`src/rtl/zcd_pkg.sv`:
```
// Constants and register map for the zero-cross detector logic.
package zcd_pkg;
  localparam logic [2:0] ZCD_ADDR_CTRL = 3'h0;
  localparam logic [2:0] ZCD_ADDR_FLAGS = 3'h1;
  localparam logic [2:0] ZCD_ADDR_ENABLES = 3'h2;
  localparam logic [2:0] ZCD_ADDR_IRQCTL = 3'h3;
  localparam int CTRL_EN = 7;
  localparam int CTRL_OUT = 5;
  localparam int CTRL_POL = 4;
  localparam int CTRL_RISE = 1;
  localparam int CTRL_FALL = 0;
  localparam int FLAG_BIT = 4;
  localparam int IE_BIT = 4;
  localparam int GIE_BIT = 7;
  localparam int PERIPHERAL_IRQ_ENABLE_BIT = 6;
  localparam logic [7:0] ZCD_RESET_BYTE = 8'h00;
endpackage

```
`src/rtl/zcd_top.sv`:
```
// Zero-cross detector control, edge detection and interrupt flag.
//
// Our own choices: the register offsets and the plain strobed port.
`timescale 1ns/1ns
module zcd_top
(
  input wire logic CLK_SYS,
  input wire logic RESETN,
  input wire logic [2:0] ADDR,
  input wire logic [7:0] WDATA,
  input wire logic WR,
  input wire logic RD,
  output logic [7:0] RDATA,
  input wire logic COMP_SINK,
  input wire logic CFG_FUSE_SET,
  input wire logic PIN_OUT_NORMAL,
  input wire logic PIN_OE_NORMAL,
  output logic PIN_OUT,
  output logic PIN_OE,
  output logic ANALOG_ACTIVE,
  output logic LEVEL_OUT,
  output logic IRQ
);
  // ****************************************
  // Synchronised comparator decision.
  // ****************************************
  logic sink_s;

  zcd_sync u_sync
  (
    .clk(CLK_SYS),
    .rst_n(RESETN),
    .d(COMP_SINK),
    .q(sink_s)
  );

  // ****************************************
  // Register state.
  // ****************************************
  logic en_r, en_nxt;
  logic pol_r, pol_nxt;
  logic rise_r, rise_nxt;
  logic fall_r, fall_nxt;
  logic flag_r, flag_nxt;
  logic ie_r, ie_nxt;
  logic gie_r, gie_nxt;
  logic peripheral_irq_enable_r, peripheral_irq_enable_nxt;
  logic fuse_r, fuse_nxt;
  logic fuse_done_r, fuse_done_nxt;
  logic lvl_r, lvl_nxt;
  logic [7:0] rdata_nxt;
  logic irq_nxt, pin_out_nxt, pin_oe_nxt, active_nxt;
  logic active, lvl, rise_ev, fall_ev, set_ev;

  function automatic logic hit(input logic [2:0] a, input logic [2:0] target, input logic s);
    hit = s && (a == target);
  endfunction

  always_comb
  begin
    fuse_nxt = fuse_r;
    fuse_done_nxt = 1'b1;
    if (!fuse_done_r)
    begin
      fuse_nxt = CFG_FUSE_SET;
    end
    active = !fuse_r || en_r;
    lvl = sink_s ^ pol_r;
    lvl_nxt = lvl;
    rise_ev = lvl && !lvl_r;
    fall_ev = !lvl && lvl_r;
    set_ev = (rise_ev && rise_r) || (fall_ev && fall_r);
    en_nxt = en_r;
    pol_nxt = pol_r;
    rise_nxt = rise_r;
    fall_nxt = fall_r;
    flag_nxt = flag_r;
    ie_nxt = ie_r;
    gie_nxt = gie_r;
    peripheral_irq_enable_nxt = peripheral_irq_enable_r;
    if (hit(ADDR, zcd_pkg::ZCD_ADDR_CTRL, WR))
    begin
      en_nxt = WDATA[zcd_pkg::CTRL_EN];
      pol_nxt = WDATA[zcd_pkg::CTRL_POL];
      rise_nxt = WDATA[zcd_pkg::CTRL_RISE];
      fall_nxt = WDATA[zcd_pkg::CTRL_FALL];
    end
    if (hit(ADDR, zcd_pkg::ZCD_ADDR_FLAGS, WR))
    begin
      flag_nxt = WDATA[zcd_pkg::FLAG_BIT];
    end
    if (set_ev)
    begin
      flag_nxt = 1'b1;
    end
    if (hit(ADDR, zcd_pkg::ZCD_ADDR_ENABLES, WR))
    begin
      ie_nxt = WDATA[zcd_pkg::IE_BIT];
    end
    if (hit(ADDR, zcd_pkg::ZCD_ADDR_IRQCTL, WR))
    begin
      gie_nxt = WDATA[zcd_pkg::GIE_BIT];
      peripheral_irq_enable_nxt = WDATA[zcd_pkg::PERIPHERAL_IRQ_ENABLE_BIT];
    end
    rdata_nxt = 8'h00;
    if (RD)
    begin
      case (ADDR)
        zcd_pkg::ZCD_ADDR_CTRL:
        begin
          rdata_nxt[zcd_pkg::CTRL_EN] = en_r;
          rdata_nxt[zcd_pkg::CTRL_OUT] = lvl_r;
          rdata_nxt[zcd_pkg::CTRL_POL] = pol_r;
          rdata_nxt[zcd_pkg::CTRL_RISE] = rise_r;
          rdata_nxt[zcd_pkg::CTRL_FALL] = fall_r;
        end
        zcd_pkg::ZCD_ADDR_FLAGS: rdata_nxt[zcd_pkg::FLAG_BIT] = flag_r;
        zcd_pkg::ZCD_ADDR_ENABLES: rdata_nxt[zcd_pkg::IE_BIT] = ie_r;
        zcd_pkg::ZCD_ADDR_IRQCTL:
        begin
          rdata_nxt[zcd_pkg::GIE_BIT] = gie_r;
          rdata_nxt[zcd_pkg::PERIPHERAL_IRQ_ENABLE_BIT] = peripheral_irq_enable_r;
        end
        default: rdata_nxt = 8'h00;
      endcase
    end
    // Sleep has no input here, so operation continues unchanged.
    irq_nxt = flag_nxt && ie_nxt && peripheral_irq_enable_nxt && gie_nxt;
    pin_out_nxt = active ? 1'b0 : PIN_OUT_NORMAL;
    pin_oe_nxt = active ? 1'b0 : PIN_OE_NORMAL;
    active_nxt = active;
  end

  always_ff @(posedge CLK_SYS or negedge RESETN)
  begin
    if (!RESETN)
    begin
      en_r <= 1'b0;
      pol_r <= 1'b0;
      rise_r <= 1'b0;
      fall_r <= 1'b0;
      flag_r <= 1'b0;
      ie_r <= 1'b0;
      gie_r <= 1'b0;
      peripheral_irq_enable_r <= 1'b0;
      fuse_r <= 1'b1;
      fuse_done_r <= 1'b0;
      lvl_r <= 1'b0;
      RDATA <= zcd_pkg::ZCD_RESET_BYTE;
      IRQ <= 1'b0;
      PIN_OUT <= 1'b0;
      PIN_OE <= 1'b0;
      ANALOG_ACTIVE <= 1'b0;
      LEVEL_OUT <= 1'b0;
    end
    else
    begin
      en_r <= en_nxt;
      pol_r <= pol_nxt;
      rise_r <= rise_nxt;
      fall_r <= fall_nxt;
      flag_r <= flag_nxt;
      ie_r <= ie_nxt;
      gie_r <= gie_nxt;
      peripheral_irq_enable_r <= peripheral_irq_enable_nxt;
      fuse_r <= fuse_nxt;
      fuse_done_r <= fuse_done_nxt;
      lvl_r <= lvl_nxt;
      RDATA <= rdata_nxt;
      IRQ <= irq_nxt;
      PIN_OUT <= pin_out_nxt;
      PIN_OE <= pin_oe_nxt;
      ANALOG_ACTIVE <= active_nxt;
      LEVEL_OUT <= lvl_nxt;
    end
  end
endmodule

```
`src/rtl/zcd_sync.sv`:
```
// Two-flop synchroniser for the asynchronous comparator decision.
`timescale 1ns/1ns
module zcd_sync
(
  input wire logic clk,
  input wire logic rst_n,
  input wire logic d,
  output logic q
);
  logic s1_r;
  logic s2_r;

  always_ff @(posedge clk or negedge rst_n)
  begin
    if (!rst_n)
    begin
      s1_r <= 1'b0;
      s2_r <= 1'b0;
    end
    else
    begin
      s1_r <= d;
      s2_r <= s1_r;
    end
  end

  assign q = s2_r;
endmodule

```
`config.mk`:
```
export PLATFORM = sky130hd
export DESIGN_NAME = zcd_top
export DESIGN_NICKNAME = d
export VERILOG_FILES = /design/src/rtl/zcd_pkg.sv /design/src/rtl/zcd_top.sv /design/src/rtl/zcd_sync.sv
export SDC_FILE = /design/constraint.sdc
export NUM_CORES = 1
export LEC_CHECK = 0
export BUFFER_PORTS_ARGS = -buffer_cell sky130_fd_sc_hd__clkbuf_2
export CORE_UTILIZATION = 50
export CTS_CLUSTER_SIZE = 16
export DETAILED_ROUTE_END_ITERATION = 16
export PLACE_DENSITY = 0.79
export SKIP_LAST_GASP = 1
export SYNTH_ARGS = -nofsm -noshare
export SYNTH_HDL_FRONTEND = slang
export SYNTH_SLANG_ARGS = --single-unit
```
`constraint.sdc`:
```
create_clock -name CLK_SYS -period 2 [get_ports CLK_SYS]
set_input_delay 0.2 -clock CLK_SYS [delete_from_list [all_inputs] [get_ports CLK_SYS]]
set_output_delay 0.2 -clock CLK_SYS [all_outputs]
set_load 0.1 [all_outputs]
```
# Word-level counts from Yosys, hierarchy flattened
# Cells that the tools add are included.
[classes] n_eq_ne=3 muxes=13 n_bitwise=1 reduce_logical=17
[op_table] op="$logic_and A1 B1 Y1" n=11
[op_table] op="$mux W1" n=9
[op_table] op="$mux W8" n=1
[op_table] op="$eq A3 B2 Y1 const B" n=2
[op_table] op="$eq A3 B1 Y1 const B" n=1
[op_table] op="$logic_not A1 Y1" n=3
[op_table] op="$logic_not A3 Y1" n=1
[op_table] op="$pmux W1 S3" n=1
[op_table] op="$logic_or A1 B1 Y1" n=2
[op_table] op="$mux W2" n=1
[op_table] op="$pmux W1 S2" n=1
[op_table] op="$xor A1 B1 Y1" n=1
[word_totals] register_bits=25 input_bits=19 output_inout_bits=13

# Depth between registers and ports, before layout
[logic_depth] depth_word=9 mapped_depth=4 ltp_nobuf=3

# Modules after synthesis
# Synthesis repeated with hierarchy kept, for this count alone.
[unflattened] cells_unflattened=70 area_unflattened_um2=960.9
[by_module_without_submodules] module="zcd_top" instances=1 cells_per_inst=68 area_per_inst_um2=910.9
[by_module_without_submodules] module="zcd_sync" instances=1 cells_per_inst=2 area_per_inst_um2=50.0

# Least setup slack after synthesis
# No wires, ideal clock.
[synth_timing] path_type="register -> register" from="register lvl_r" to="register IRQ" setup_ps=99 arrival_time_ps=1533 required_time_ps=1901 slack_ps=367 stages_incl_launch_ff=4 path_buffers=0 synth_period_minus_slack_ps=1633 cell_sequence="dfrtp_1 nand2_1 or2_2 a311oi_1"
[synth_between] elab_chain_cells=8
[synth_lines] element="start, declared" line_no="zcd_top.sv:50" text="logic lvl_r, lvl_nxt;"
[synth_lines] element="start signal, assigned" line_no="zcd_top.sv:168" text="lvl_r <= lvl_nxt;"
[synth_lines] element="$logic_not A1 Y1" line_no="zcd_top.sv:70" text="rise_ev = lvl && !lvl_r;"
[synth_lines] element="$logic_and A1 B1 Y1" line_no="zcd_top.sv:70"
[synth_lines] element="$logic_and A1 B1 Y1" line_no="zcd_top.sv:72" text="set_ev = (rise_ev && rise_r) || (fall_ev && fall_r);"
[synth_lines] element="$logic_or A1 B1 Y1 *" line_no="zcd_top.sv:72"
[synth_lines] element="$mux W1 *" line_no="zcd_top.sv:92" text="if (set_ev)"
[synth_lines] element="$logic_and A1 B1 Y1 * (3 in a row)" line_no="zcd_top.sv:128" text="irq_nxt = flag_nxt && ie_nxt && peripheral_irq_enable_nxt && gie_nxt;"
[synth_lines] element="via irq_nxt" line_no="zcd_top.sv:52" text="logic irq_nxt, pin_out_nxt, pin_oe_nxt, active_nxt;"
[synth_lines] element="end signal, assigned" line_no="zcd_top.sv:170" text="IRQ <= irq_nxt;"
[synth_lines] element="end, declared" line_no="zcd_top.sv:22" text="output logic IRQ"
# Mark *: on every way through the listed nets, which the timed path passes. The rest lies on a longest branch.
# A chain may end at the register's enable or synchronous reset.

==> flow_summary.toml <==
[route]
drtAntennaViolNets = 0
finalWirelength_mm = 1.450
num_vias = 600
routedWlPerCell_um = 11.69
drt_iter0_markers = 11
viasPerCell = 4.839
drc = 0
dr.pass1.iters = 4

[run_status]
status = "finished clean"

[cells_and_area]
multi_input_area_um2 = 339.1
synthToLayoutAreaGrowth_pct = 18.10
layout.area.seq_um2 = 576.8
fin_cells = 124
diodes = 0
fin_nets = 119
drive_gt1_share_pct = 42.42
nFillCells = 148

[global_route]
grt_use_met3_pct = 5.952
antenna_found_initial = 0
grt_busiest_layer = "met2"
grt_pass1_wl_mm = 2.380
gr-usage-met1_pct = 19.49
grt_overflow = 0
met2_usage_pct = 26.76
grt_max_degree = 24
grt_pass1_vias = 559
grtUsageTotal_pct = 16.39

[pwr]
p_per_area_nw_per_um2 = 935.0
finalPower_mw = 1.061
p_leak_nw = 0.5772
ir_drop_uv = 722.5

[flow_run]
max_cap_viol_count = 0

[worst_setup_path]
r2r_start = "pol_r"
critPathLaunchType = "flop"
critPathTopFamily = "buffers and inverters"
critPathKind = "flop to output pin"
cp.arrival_ns = 1.16
path_max_fanout = 4
reg2reg_depth = 3
cpPeakStageDelay_ns = 0.47
crit_chain = "clkbuf_2"
path_depth = 1
reg2reg_slack_ns = 0.73
end_kind = "output pin"
required_ns = 1.80
path_buf_inv = 1
critPathLaunch = "lvl_r"
critPathSlowestCell = "clkbuf_2"

[clocking]
cts_buffers = 3
cts_tree = "yes"
clkSinkCount = 23
cts-root-buf = "clkbuf_4"
clk_latency_ns = 0.29
post_cts.repair.setup_buffers = 0
cts_resized = 0
clk_path_buf_depth = 2
htreeDepth = 1
clk_pin_slew_ns = 0.11

[min_path]
hold_path_class = "input port to flop"
hp-start = "PIN_OE_NORMAL"
holdPathStages = 3

[timing]
finalSetupViolCount = 0
rsz0062_at_grt = "false"
final.setup.tns_ns = 0
tightest_slew_ns = 0.5426
relSlewSlack_pct = 63.98
fin_worst_skew_ns = 0.002176
drv_slew = 0
min_period_ns = 1.363
setup_slack_ns = 0.6373
hold_viol = 0
period_share_pct = 68.14
fmax_mhz = 733.8
fin_hold_ws_ns = 0.07981

[die]
start_util_pct = 54.47
core_area_um2 = 1764
rows = 15
num_io_pins = 32
die_h_um = 45.84
dieArea_um2 = 2101
fp.dieW_um = 45.84

[logic_synthesis]
synth_cell_types = 27
synth_edf_count = 0
synth_area_um2 = 960.9
async_reset_ff_share_pct = 100.0
synth_top_area_cell = "dfrtp_1"
synthTopCellsByArea = "dfrtp_1 57%, mux2_2 8.2%, mux2i_1 3.1%, dfstp_2 2.7%, nand4b_4 2.5%"
syn_avg_cell_area_um2 = 13.73
ys_seq_area_share_pct = 60.03
ys_seq_elements = 23
synth.top_cell.area_share_pct = 57.29
synth_flop_cell = "dfrtp_1"
synthTopCellsByCount = "22 x dfrtp_1, 7 x mux2_2, 4 x nand2_1"
yosysMostFrequentCell = "dfrtp_1"
synth.yosys.warnings = 0
syn_inst = 70

[placement]
dp.cells = 118
dpl.hpwl_mm = 1.118
gp_congestion = 0.8067
pre_cts_ws_ns = 0.6565
portBuffers = 26
==> worst min-delay path: cells and delay by family <==
kind,cells,cell delay [ns]
buffers and inverters,2,0.12
and+or+nand+nor,1,0.04
==> timing repair <==
action | CTS | global route
endpoints found under the hold margin | 23 | 0
hold buffers | 2 | 0
endpoints found under the setup margin | 0 | 0
==> state kept, by name (all words and copies together), names as in the netlist <==
| register | cells |
|---|---|
| PIN_OE | 1 |
| fuse_done_r | 1 |
| rise_r | 1 |
| fuse_r | 1 |
| ie_r | 1 |
| pol_r | 1 |
| u_sync.s1_r | 1 |
| PIN_OUT | 1 |
| RDATA | 6 |
| lvl_r | 1 |
| fall_r | 1 |
| u_sync.q | 1 |
| gie_r | 1 |
| flag_r | 1 |
| en_r | 1 |
| ANALOG_ACTIVE | 1 |
| IRQ | 1 |
| peripheral_irq_enable_r | 1 |
==> placed cells by master (no fill, tap or decap), types with 2 or more instances in the layout <==
cell            n
dlygate4sd3_1   2
mux2_2          7
dfrtp_1        22
clkbuf_2       26
mux2i_1         3
clkbuf_4        3
and3_1          3
nand2_1         4
inv_1           3
nor2_1          3
nand3b_1        2
nand3_1         2
conb_1          3
==> stage by stage <==
stage,utilization (%),area [um^2]
floorplan,-,964.7
global placement,61.70,1089
detailed placement,61.70,1089
CTS,64.33,1135
global route,64.33,1135
finish,64.33,1135
==> logic make-up after synthesis <==
family,count (synthesis),share of synthesized area (%)
compound gates,3,2.214
xor+xnor,1,0.9116
buf+inv,7,5.077
flops,23,60.03
mux,11,12.50
other cells,2,0.7815
simple gates,23,18.49
==> where the power goes <==
part / switching, mW / internal, mW
registers: 0.0352 / 0.526
logic: 0.226 / 0.0788
clock network: 0.117 / 0.0777
==> final timing paths <==
path                        endpoint
hold / removal                PIN_OE
setup / recovery           LEVEL_OUT
setup reg to reg                 IRQ
min in group asynchronous   RDATA[1]
max in group asynchronous     fuse_r
hold reg to reg             u_sync.q
==> routing by layer <==
metal  vias to the layer above  part of all wire, %
met5                         -                    0
met1                       288                   42
li1                        291                    -
met4                         0                 0.97
met3                         2                  5.3
met2                        19                   52
==> area by class of cell <==
type / count / share of cell area [%]
clock buffers: 4 / 2.315
inverters: 3 / 0.9923
multi-input cells: 41 / 29.88
flip-flops and latches: 23 / 50.83
well taps: 25 / 2.756
repair buffers: 28 / 13.23
Note: power is estimated with default switching activity, not from simulation.
